`config.mk`:
```
export PLATFORM = sky130hd
export DESIGN_NAME = ars_result_stats
export DESIGN_NICKNAME = d
export VERILOG_FILES = /design/src/ars_pkg.sv /design/src/ars_result_stats.sv
export VERILOG_INCLUDE_DIRS = /design/src
export SDC_FILE = /design/constraint.sdc
export NUM_CORES = 2
export LEC_CHECK = 0
export BUFFER_PORTS_ARGS = -buffer_cell sky130_fd_sc_hd__buf_2
export CELL_PAD_IN_SITES_DETAIL_PLACEMENT = 1
export CELL_PAD_IN_SITES_GLOBAL_PLACEMENT = 1
export CORE_MARGIN = 1
export CORE_UTILIZATION = 40
export CTS_BUF_LIST = sky130_fd_sc_hd__clkbuf_2 sky130_fd_sc_hd__clkbuf_4 sky130_fd_sc_hd__clkbuf_8
export DETAILED_ROUTE_END_ITERATION = 16
export PLACE_DENSITY_LB_ADDON = 0.1
export SETUP_SLACK_MARGIN = 0.4
export SYNTH_ARGS = -nofsm -noshare
export SYNTH_HDL_FRONTEND = slang
export SYNTH_SLANG_ARGS = --single-unit
```
`constraint.sdc`:
```
create_clock -name clk_i -period 9.48 [get_ports clk_i]
set_input_delay 1.422 -clock clk_i [delete_from_list [all_inputs] [get_ports clk_i]]
set_output_delay 1.422 -clock clk_i [all_outputs]
set_load 0.05 [all_outputs]
```
`src/ars_params.svh`:
```
/*
 * Constants of the ADC result statistics and delta check block: register byte offsets,
 * field positions, reset values and count limits.
 * Assumes it is included by bare name wherever a constant is needed.
 */
`ifndef ARS_PARAMS_SVH
`define ARS_PARAMS_SVH

// ****************************************************************
// register byte offsets
// ****************************************************************
`define ARS_ADR_W 14
`define ARS_OFS_STEP_LIMIT 14'h20b8
`define ARS_OFS_VARIANCE 14'h21c0
`define ARS_OFS_CONTROL 14'h21c4
`define ARS_OFS_MEAN 14'h21c8
`define ARS_OFS_IRQ_STATUS 14'h21d0
`define ARS_OFS_IRQ_CLEAR 14'h21d4
`define ARS_OFS_IRQ_ENABLE 14'h21d8

// ****************************************************************
// field positions and widths
// ****************************************************************
`define ARS_DATA_W 16
`define ARS_VAR_W 31
`define ARS_CTRL_W 12
`define ARS_CTRL_EN_BIT 0
`define ARS_CTRL_SIZE_LSB 4
`define ARS_CTRL_SIZE_MSB 6
`define ARS_IRQ_W 8
`define ARS_IRQ_DELTA_BIT 6
`define ARS_IRQ_STATS_BIT 7

// ****************************************************************
// reset values and counts
// ****************************************************************
`define ARS_RST_STEP_LIMIT 16'h0000
`define ARS_RST_CONTROL 12'h000
`define ARS_RST_IRQ 8'h00
`define ARS_RST_WORD 32'h0000_0000
`define ARS_CNT_W 7
`define ARS_SUM_W 23
`define ARS_SQ_W 39
`define ARS_WIDE_W 46
`define ARS_SHIFT_MAX 3'h7
`define ARS_SIZE_LAST 3'h4

`endif

```
`src/ars_pkg.sv`:
```
/*
 * Types of the ADC result statistics and delta check block.
 * Assumes ars_params.svh supplies the widths.
 */
`include "ars_params.svh"

package ars_pkg;

    // one request of the register bus
    typedef struct packed {
        logic [`ARS_ADR_W-1:0] adr;
        logic [31:0] dat;
        logic [3:0] sel;
        logic we;
        logic req;
    } ars_bus_req_type;

    // software view of the control register
    typedef struct packed {
        logic [4:0] dev_cfg;
        logic [2:0] size_sel;
        logic [2:0] spare;
        logic stats_on;
    } ars_ctrl_type;

    // block end result
    typedef struct packed {
        logic [`ARS_DATA_W-1:0] mean;
        logic [`ARS_VAR_W-1:0] variance;
    } ars_stats_type;

endpackage

```
`src/ars_result_stats.sv`:
```
/*
 * ADC result post-processing: delta check between consecutive results, and mean and
 * variance over blocks of 8 to 128 samples, with a classic Wishbone register slave and
 * one level interrupt.
 * Assumes adc results arrive on clk_i from logic in the same clock domain, one per
 * strobe, and a Wishbone classic master that holds its request until ack.
 */
// How it works
// - each new result is compared to the previous; bigger step than limit flags error
// - control bit 0 turns statistics on, control register resets to zero
// - sample-size field 0..4 picks 128, 64, 32, 16 or 8 samples per block
// - mean register holds the 16-bit average of the last completed block
// - variance register holds 31-bit spread about the mean, bit 31 reads zero
`timescale 1ns/10ps
`include "ars_params.svh"

module ars_result_stats (
    input wire logic clk_i, // system clock, 50 MHz
    input wire logic rst_i, // synchronous reset, active high
    input wire logic [`ARS_ADR_W-1:0] wb_adr_i, // byte address
    input wire logic [31:0] wb_dat_i, // write data
    input wire logic [3:0] wb_sel_i, // byte enables
    input wire logic wb_we_i, // write when high
    input wire logic wb_cyc_i, // bus cycle
    input wire logic wb_stb_i, // strobe
    output logic [31:0] wb_dat_o, // read data
    output logic wb_ack_o, // one-cycle acknowledge
    input wire logic [`ARS_DATA_W-1:0] adc_result_i, // new conversion result
    input wire logic adc_valid_i, // one-cycle strobe with adc_result_i
    output logic irq_o // level interrupt
);

    // ****************************************************************
    // bus request
    // ****************************************************************
    ars_pkg::ars_bus_req_type bus_req;
    logic ack_ff;
    logic [31:0] rdata_ff;
    logic wr_take;
    logic [31:0] wmask;

    assign bus_req.adr = wb_adr_i;
    assign bus_req.dat = wb_dat_i;
    assign bus_req.sel = wb_sel_i;
    assign bus_req.we = wb_we_i;
    assign bus_req.req = wb_cyc_i & wb_stb_i;

    // write lands on the edge that the master samples ack
    assign wr_take = bus_req.req & bus_req.we & ack_ff;
    assign wmask = {{8{bus_req.sel[3]}}, {8{bus_req.sel[2]}},
                    {8{bus_req.sel[1]}}, {8{bus_req.sel[0]}}};

    // ****************************************************************
    // software registers
    // ****************************************************************
    logic [`ARS_DATA_W-1:0] step_limit_ff;
    ars_pkg::ars_ctrl_type ctrl_ff;
    logic [`ARS_IRQ_W-1:0] irq_en_ff;
    logic [`ARS_IRQ_W-1:0] irq_stat_ff;
    logic [`ARS_IRQ_W-1:0] nxt_irq_stat;
    logic [`ARS_IRQ_W-1:0] irq_set;
    logic [`ARS_IRQ_W-1:0] irq_clr;
    logic irq_ff;
    ars_pkg::ars_stats_type stats_ff;

    always_ff @(posedge clk_i) begin
        if (rst_i) begin
            step_limit_ff <= `ARS_RST_STEP_LIMIT;
        end else if (wr_take && bus_req.adr == `ARS_OFS_STEP_LIMIT) begin
            step_limit_ff <= (step_limit_ff & ~wmask[`ARS_DATA_W-1:0])
                             | (bus_req.dat[`ARS_DATA_W-1:0] & wmask[`ARS_DATA_W-1:0]);
        end
    end

    always_ff @(posedge clk_i) begin
        if (rst_i) begin
            ctrl_ff <= `ARS_RST_CONTROL;
        end else if (wr_take && bus_req.adr == `ARS_OFS_CONTROL) begin
            ctrl_ff <= (ctrl_ff & ~wmask[`ARS_CTRL_W-1:0])
                       | (bus_req.dat[`ARS_CTRL_W-1:0] & wmask[`ARS_CTRL_W-1:0]);
        end
    end

    always_ff @(posedge clk_i) begin
        if (rst_i) begin
            irq_en_ff <= `ARS_RST_IRQ;
        end else if (wr_take && bus_req.adr == `ARS_OFS_IRQ_ENABLE) begin
            irq_en_ff <= (irq_en_ff & ~wmask[`ARS_IRQ_W-1:0])
                         | (bus_req.dat[`ARS_IRQ_W-1:0] & wmask[`ARS_IRQ_W-1:0]);
        end
    end

    // ****************************************************************
    // delta check
    // ****************************************************************
    logic [`ARS_DATA_W-1:0] prev_ff;
    logic prev_ok_ff;
    logic [`ARS_DATA_W-1:0] step;
    logic delta_hit;

    assign step = (adc_result_i >= prev_ff) ? (adc_result_i - prev_ff)
                                            : (prev_ff - adc_result_i);
    assign delta_hit = adc_valid_i & prev_ok_ff & (step > step_limit_ff);

    always_ff @(posedge clk_i) begin
        if (rst_i) begin
            prev_ff <= `ARS_RST_STEP_LIMIT;
            prev_ok_ff <= 1'b0;
        end else if (adc_valid_i) begin
            prev_ff <= adc_result_i;
            prev_ok_ff <= 1'b1;
        end
    end

    // ****************************************************************
    // statistics accumulation
    // ****************************************************************
    logic [2:0] shift_k;
    logic [`ARS_CNT_W-1:0] last_idx;
    logic [`ARS_CNT_W-1:0] cnt_ff;
    logic [`ARS_SUM_W-1:0] sum_ff;
    logic [`ARS_SQ_W-1:0] sq_ff;
    logic done_ff;
    logic [`ARS_SUM_W-1:0] sum_base;
    logic [`ARS_SQ_W-1:0] sq_base;
    logic [`ARS_SQ_W-1:0] sample_sq;
    logic block_end;

    // unused size codes fall back to the smallest block
    always_comb begin
        if (ctrl_ff.size_sel > `ARS_SIZE_LAST) begin
            shift_k = `ARS_SHIFT_MAX - `ARS_SIZE_LAST;
        end else begin
            shift_k = `ARS_SHIFT_MAX - ctrl_ff.size_sel;
        end
    end

    assign last_idx = `ARS_CNT_W'((1 << shift_k) - 1);
    assign sample_sq = `ARS_SQ_W'(adc_result_i * adc_result_i);
    // a finished block is read out while the next one starts from zero
    assign sum_base = done_ff ? '0 : sum_ff;
    assign sq_base = done_ff ? '0 : sq_ff;
    assign block_end = ctrl_ff.stats_on & adc_valid_i & (cnt_ff >= last_idx);

    always_ff @(posedge clk_i) begin
        if (rst_i || !ctrl_ff.stats_on) begin
            cnt_ff <= '0;
        end else if (adc_valid_i) begin
            cnt_ff <= block_end ? '0 : cnt_ff + 1'b1;
        end
    end

    always_ff @(posedge clk_i) begin
        if (rst_i || !ctrl_ff.stats_on) begin
            sum_ff <= '0;
            sq_ff <= '0;
        end else if (adc_valid_i) begin
            sum_ff <= sum_base + `ARS_SUM_W'(adc_result_i);
            sq_ff <= sq_base + sample_sq;
        end else if (done_ff) begin
            sum_ff <= '0;
            sq_ff <= '0;
        end
    end

    always_ff @(posedge clk_i) begin
        if (rst_i) begin
            done_ff <= 1'b0;
        end else begin
            done_ff <= block_end;
        end
    end

    // ****************************************************************
    // block results
    // ****************************************************************
    logic [`ARS_WIDE_W-1:0] n_sq;
    logic [`ARS_WIDE_W-1:0] sum_sq;
    logic [`ARS_WIDE_W-1:0] var_wide;
    logic [`ARS_SUM_W-1:0] mean_wide;

    // variance = (n * sum(x^2) - sum(x)^2) / n^2
    assign n_sq = `ARS_WIDE_W'(sq_ff) << shift_k;
    assign sum_sq = `ARS_WIDE_W'(sum_ff) * `ARS_WIDE_W'(sum_ff);
    assign var_wide = (n_sq - sum_sq) >> {shift_k, 1'b0};
    assign mean_wide = sum_ff >> shift_k;

    always_ff @(posedge clk_i) begin
        if (rst_i) begin
            stats_ff <= '0;
        end else if (done_ff) begin
            stats_ff.mean <= mean_wide[`ARS_DATA_W-1:0];
            stats_ff.variance <= var_wide[`ARS_VAR_W-1:0];
        end
    end

    // ****************************************************************
    // interrupt status, set wins over clear
    // ****************************************************************
    always_comb begin
        irq_set = '0;
        irq_set[`ARS_IRQ_DELTA_BIT] = delta_hit;
        irq_set[`ARS_IRQ_STATS_BIT] = done_ff;
        irq_clr = '0;
        if (wr_take && bus_req.adr == `ARS_OFS_IRQ_CLEAR) begin
            irq_clr = bus_req.dat[`ARS_IRQ_W-1:0] & wmask[`ARS_IRQ_W-1:0];
        end
        nxt_irq_stat = (irq_stat_ff & ~irq_clr) | irq_set;
    end

    always_ff @(posedge clk_i) begin
        if (rst_i) begin
            irq_stat_ff <= `ARS_RST_IRQ;
        end else begin
            irq_stat_ff <= nxt_irq_stat;
        end
    end

    always_ff @(posedge clk_i) begin
        if (rst_i) begin
            irq_ff <= 1'b0;
        end else begin
            irq_ff <= |(nxt_irq_stat & irq_en_ff);
        end
    end

    // ****************************************************************
    // bus answer
    // ****************************************************************
    logic [31:0] rd_mux;

    always_comb begin
        rd_mux = `ARS_RST_WORD;
        unique case (bus_req.adr)
            `ARS_OFS_STEP_LIMIT: rd_mux = {16'h0000, step_limit_ff};
            `ARS_OFS_VARIANCE: rd_mux = {1'b0, stats_ff.variance};
            `ARS_OFS_CONTROL: rd_mux = {20'h00000, ctrl_ff};
            `ARS_OFS_MEAN: rd_mux = {16'h0000, stats_ff.mean};
            `ARS_OFS_IRQ_STATUS: rd_mux = {24'h000000, irq_stat_ff};
            `ARS_OFS_IRQ_ENABLE: rd_mux = {24'h000000, irq_en_ff};
            default: rd_mux = `ARS_RST_WORD;
        endcase
    end

    always_ff @(posedge clk_i) begin
        if (rst_i) begin
            ack_ff <= 1'b0;
        end else begin
            ack_ff <= bus_req.req & ~ack_ff;
        end
    end

    always_ff @(posedge clk_i) begin
        if (rst_i) begin
            rdata_ff <= `ARS_RST_WORD;
        end else if (bus_req.req && !ack_ff) begin
            rdata_ff <= rd_mux;
        end else begin
            rdata_ff <= `ARS_RST_WORD;
        end
    end

    assign wb_ack_o = ack_ff;
    assign wb_dat_o = rdata_ff;
    assign irq_o = irq_ff;

endmodule // ars_result_stats

```
# ---- After elaboration in Yosys (flattened, before gate mapping)
# Index checks and enable logic that the tools add are counted.
dict set report op_classes {
  addsub 8
  multipliers 2
  n_lt_le_gt_ge 4
  n_eq_ne 7
  n_shift 4
  n_mux 9
  n_bitwise 26
  n_reduce_logical 10
}
# operator count
set op_table {}
lappend op_table {{31-bit case mux with 6 select lines} 1}
lappend op_table {{14-bit == test (second input constant)} 7}
lappend op_table {{39-bit two-way mux} 2}
lappend op_table {{23-bit by 23-bit multiplier with 46-bit output} 1}
lappend op_table {{23-bit two-way mux} 2}
lappend op_table {{39-bit by 3-bit << shifter with 46-bit output} 1}
lappend op_table {{46-bit by 4-bit right shift with 31-bit output} 1}
lappend op_table {{46-bit subtractor} 1}
lappend op_table {{39-bit by 32-bit adder with 39-bit output} 1}
lappend op_table {{16-bit bitwise AND} 2}
lappend op_table {{8-bit bitwise AND} 4}
lappend op_table {{16-bit by 16-bit multiplier with 32-bit output} 1}
lappend op_table {{16-bit subtractor} 2}
lappend op_table {{12-bit bitwise AND} 2}
lappend op_table {{23-bit by 16-bit adder with 23-bit output} 1}
lappend op_table {{23-bit by 3-bit right shift with 16-bit output} 1}
lappend op_table {{16-bit greater-or-equal comparator} 1}
lappend op_table {{16-bit greater-than comparator} 1}
lappend op_table {{16-bit two-way mux} 1}
lappend op_table {{16-bit NOT} 1}
lappend op_table {{8-bit NOT} 2}
lappend op_table {{16-bit OR} 1}
lappend op_table {{8-bit OR} 2}
lappend op_table {{12-bit NOT} 1}
lappend op_table {{17 further kinds} 30}
dict set report totals {
  register_bits 212
  input_bits 72
}

# ---- Longest topological paths before layout
dict set report depth {
  ltp_word 10
  mapped_depth 35
  ltp_nobuf 31
}

# ---- Worst setup path before layout
# No wires, ideal clock.
dict set report synth_path {
  path_type {reg-to-reg}
  from {reg (tool-made name)}
  to {reg stats_ff[29] in the netlist's numbering}
  setup_ns 0.077
  t_arrival_ns 7.890
  slack_ns 1.513
  path_stages_with_launch 35
  n_path_buf 5
  path_cell_list {dfxtp_1 > buf_2 > inv_1 > nor2_1 > clkbuf_1 > clkbuf_1 > mux2i_1 > nand2_1 > and3_1 > a21oi_1 > fa_1 > inv_1 > fa_1 > inv_1 > fa_1 > inv_1 > fa_1 > fa_1 > fa_1 > inv_1 > fa_1 > inv_1 > ha_1 > buf_2 > and3_1 > buf_2 > nand3_1 > or2_0 > o21ai_4 > a311o_1 > o211ai_2 > xor2_1 > mux2_4 > or2_1 > a41oi_2}
}
# element line
set synth_lines {}
lappend synth_lines {{to (decl)} ars_result_stats.sv:64} ;# ars_pkg::ars_stats_type stats_ff;

==> run summary <==
Clk slew on worst S/H paths -> 0.06 ns
Crit end category -> flip-flop
Final wirelength -> 126000 um
Reg-to-reg endpoint -> stats_ff[30]
P_sw -> 0.00257 W
Area of the mapped netlist -> 0.0382 mm^2
Largest net degree at the start of global routing -> 73
Lkg Pwr -> 21.1 nW
Critical Path RT -> 10.03 ns
Vias post-DR -> 30500
Initial antenna violation count -> 1
VDD IR-drop max -> 0.000312 V
Post-synth EDFFs -> 0
Overall die width -> 311 um
Hold Crit Depth -> 1
Post-Synth XOR/XNOR Area -> 2.82%
Multiplexer share of the synthesized area -> 3.89%
Die ar. -> 0.0968 mm^2
DP Area -> 0.0402 mm^2
Synth Area in Compound Gates -> 11.0%
#FFs+latches synth -> 211
Worst path max stage delay -> 0.55 ns
Kind of start point of the critical path -> flip-flop
Placed Instances -> 5732
Initial core utilization -> 40.3%
Hold Crit Start -> stats_ff[24]
Ys Warns -> 0
FFs w/ async S/R, synth -> 0%
Port-buffer cells -> 86
Reg power frac -> 15.5%
Wire length per cell -> 21.7 um
First-pass GRT wire length -> 199000 um
Synth area leaders -> fa_1 (33%), ha_1 (12%), dfxtp_1 (11%)
Max clock buf depth -> 3
Total grt overflow -> 0
Pint -> 0.00319 W
Layout Nets -> 5579
Status -> finished clean
Worst-path fanout max -> 39
Fin Hold WS -> 0.482 ns
Slew headroom -> 20.2%
Antenna violation net count after detailed routing -> 0
Critical Path Most Common Cell -> fa_1
Drt pass-1 iters -> 5
Slew @ Worst Pin -> 1.19 ns
Critical path depth in cells -> 31
Number of global-route vias before repair -> 33500
Power per Cell Area -> 140 mW/mm^2
Initial DRC Count -> 1745
Average size of a mapped cell -> 8.51 um^2
H-tree depth -> 2
Net Sw Frac -> 44.7%
Final setup violating endpoints -> 0
Cell area after layout -> 0.0413 mm^2
RePlAce Congestion -> 0.884
Clock latency on the worst-skew pair -> 0.67 ns
I/O Pins -> 106
Comb pwr share -> 64.0%
Post-synthesis cell count -> 4489
Setup repair bufs after CTS -> 0
Clk pwr share -> 20.5%
Final min period -> 8.42 ns
RSZ-0062 raised after global routing -> no
P&R area growth vs syn -> 7.97%
Sequential share of the synthesized area -> 11.1%
HPWL Detailed -> 102000 um
Fin crit share -> 88.9%
Num Clock Sinks -> 211
# hold bufs at CTS -> 0
Max Clk Rate -> 0.119 GHz
Simple-gate share of the synthesized area -> 14.9%
Setup WS post-layout -> 1.06 ns
Vias/cell -> 5.25
Slew Limit Fails -> 0
Dpl ws -> 0.871 ns
Worst min path class -> flip-flop to flip-flop
CP Buf/Inv Count -> 7
Commonest cells after routing, fill and taps aside -> inv_1 (917), fa_1 (638), nand2_1 (441), ha_1 (355), nor2_1 (319)
Maxcap violations -> 0
Skew final -> 0.0406 ns
GRT Total Usage -> 26.6%
Adder-cell share of the synthesized area -> 45.0%
CORE AREA -> 0.0949 mm^2
Row count -> 113
FF-to-FF setup slack -> 1.06 ns
TritonCTS Buffers -> 45
Most common cell after layout, fill and taps aside -> inv_1
Worst Hold End -> wb_dat_o[24]
Final Hold Viols -> 0
Synth Flop Type -> dfxtp_1
Synth cell types -> 84
Setup Crit Path Kind -> flip-flop to flip-flop
Slowest cell on crit path -> fa_1
CTS tree -> built
Area leader, netlist -> fa_1
Sum Neg Setup Slack -> 0 ns
Reg2reg path depth -> 31
Post-cts sizing count -> 0
Root Driver -> clkbuf_8
Critical path's top delay family -> adder cells
DR DRC count -> 0
Layout cells sized above 1 -> 6.73%
CP arrival -> 8.98 ns
Post-route insts no fill -> 5812
Post-synth top area share -> 33.4%
Die Y -> 311 um
Combinational family with the most area after synthesis -> adder cells
## worst reg2reg max path, delay by kind of cell (launching register included)
family                   cells  cell delay, ns
buffers and inverters        7            0.87
flip-flops                   1            0.39
AND/OR/NAND/NOR              4            0.75
adder cells (fa/ha/maj)      8            3.34
AO/OA/AOI/OAI               11            2.62
multiplexers                 1            0.32
## kinds of logic (layout without fill, tap and decap cells)
group,after synthesis,in the layout
AND/OR/NAND/NOR,1226,1226
buffers and inverters,1140,1191
adder cells (fa/ha/maj),993,993
AO/OA/AOI/OAI,651,651
flip-flops,211,211
multiplexers,143,143
XOR/XNOR,123,123
other,2,9
## area by class of cell
class	count	area (um^2)
Sequential cell	211	4240
Inverter	929	3490
Tap cell	1265	1580
Clock buffer	68	861
Multi-Input combinational cell	3144	29700
Antenna cell	1	2.50
Clock inverter	11	186
Fill cell	11300	53600
Timing Repair Buffer	183	1180
## per-stage QoR
| stage | util, % | power, W |
|---|---|---|
| 6_report | 43.5 | 0.00576 |
| 5_1_grt | 43.5 | 0.00638 |
| 4_1_cts | 43.5 | 0.00584 |
| 3_5_place_dp | 42.4 | 0.00460 |
| 3_3_place_gp | 42.4 | 0.00455 |
| 2_1_floorplan | - | 0.00381 |
## power by group through the flow
stage	registers (W)	logic [W]	clock network (W)
3_3_place_gp	0.000914	0.00364	0
6_report	0.000896	0.00369	0.00118
4_1_cts	0.000895	0.00372	0.00122
3_5_place_dp	0.000914	0.00369	0
5_1_grt	0.000895	0.00424	0.00125
2_1_floorplan	0.000915	0.00289	0
## how the worst max path moves through the flow
stage	startpoint	to	slack, ns
after global routing	flip-flop	stats_ff[8]	0.53
final	flip-flop	stats_ff[30]	1.06
after CTS	flip-flop	stats_ff[22]	1.02
after floorplan	flip-flop	stats_ff[29]	1.51
after detailed placement	adc_result_i[10]	sq_ff[34]	0.87
after global placement	adc_result_i[10]	sq_ff[34]	0.91
## metal layers
metal	wire, um	up-vias	GRT usage (%)
met2	59800	599	45.3
li1	-	14200	-
met4	3750	0	7.38
met5	0	-	0
met3	4910	158	2.77
met1	57500	15600	35.9
## synthesized netlist by cell type, types with 37 or more instances
library cell	n
a211oi_1	41
nand3_1	55
a21o_1	68
clkbuf_1	171
xnor2_1	76
fa_1	638
o21ai_0	103
dfxtp_1	211
nand2_1	442
nor2_1	320
ha_1	355
xor2_1	47
nand2b_1	43
a21oi_1	205
nor2b_1	61
inv_1	919
and2_1	141
mux2i_1	130
and3_1	72
a22oi_1	37
No activity file was read; power rests on OpenSTA's default activity.
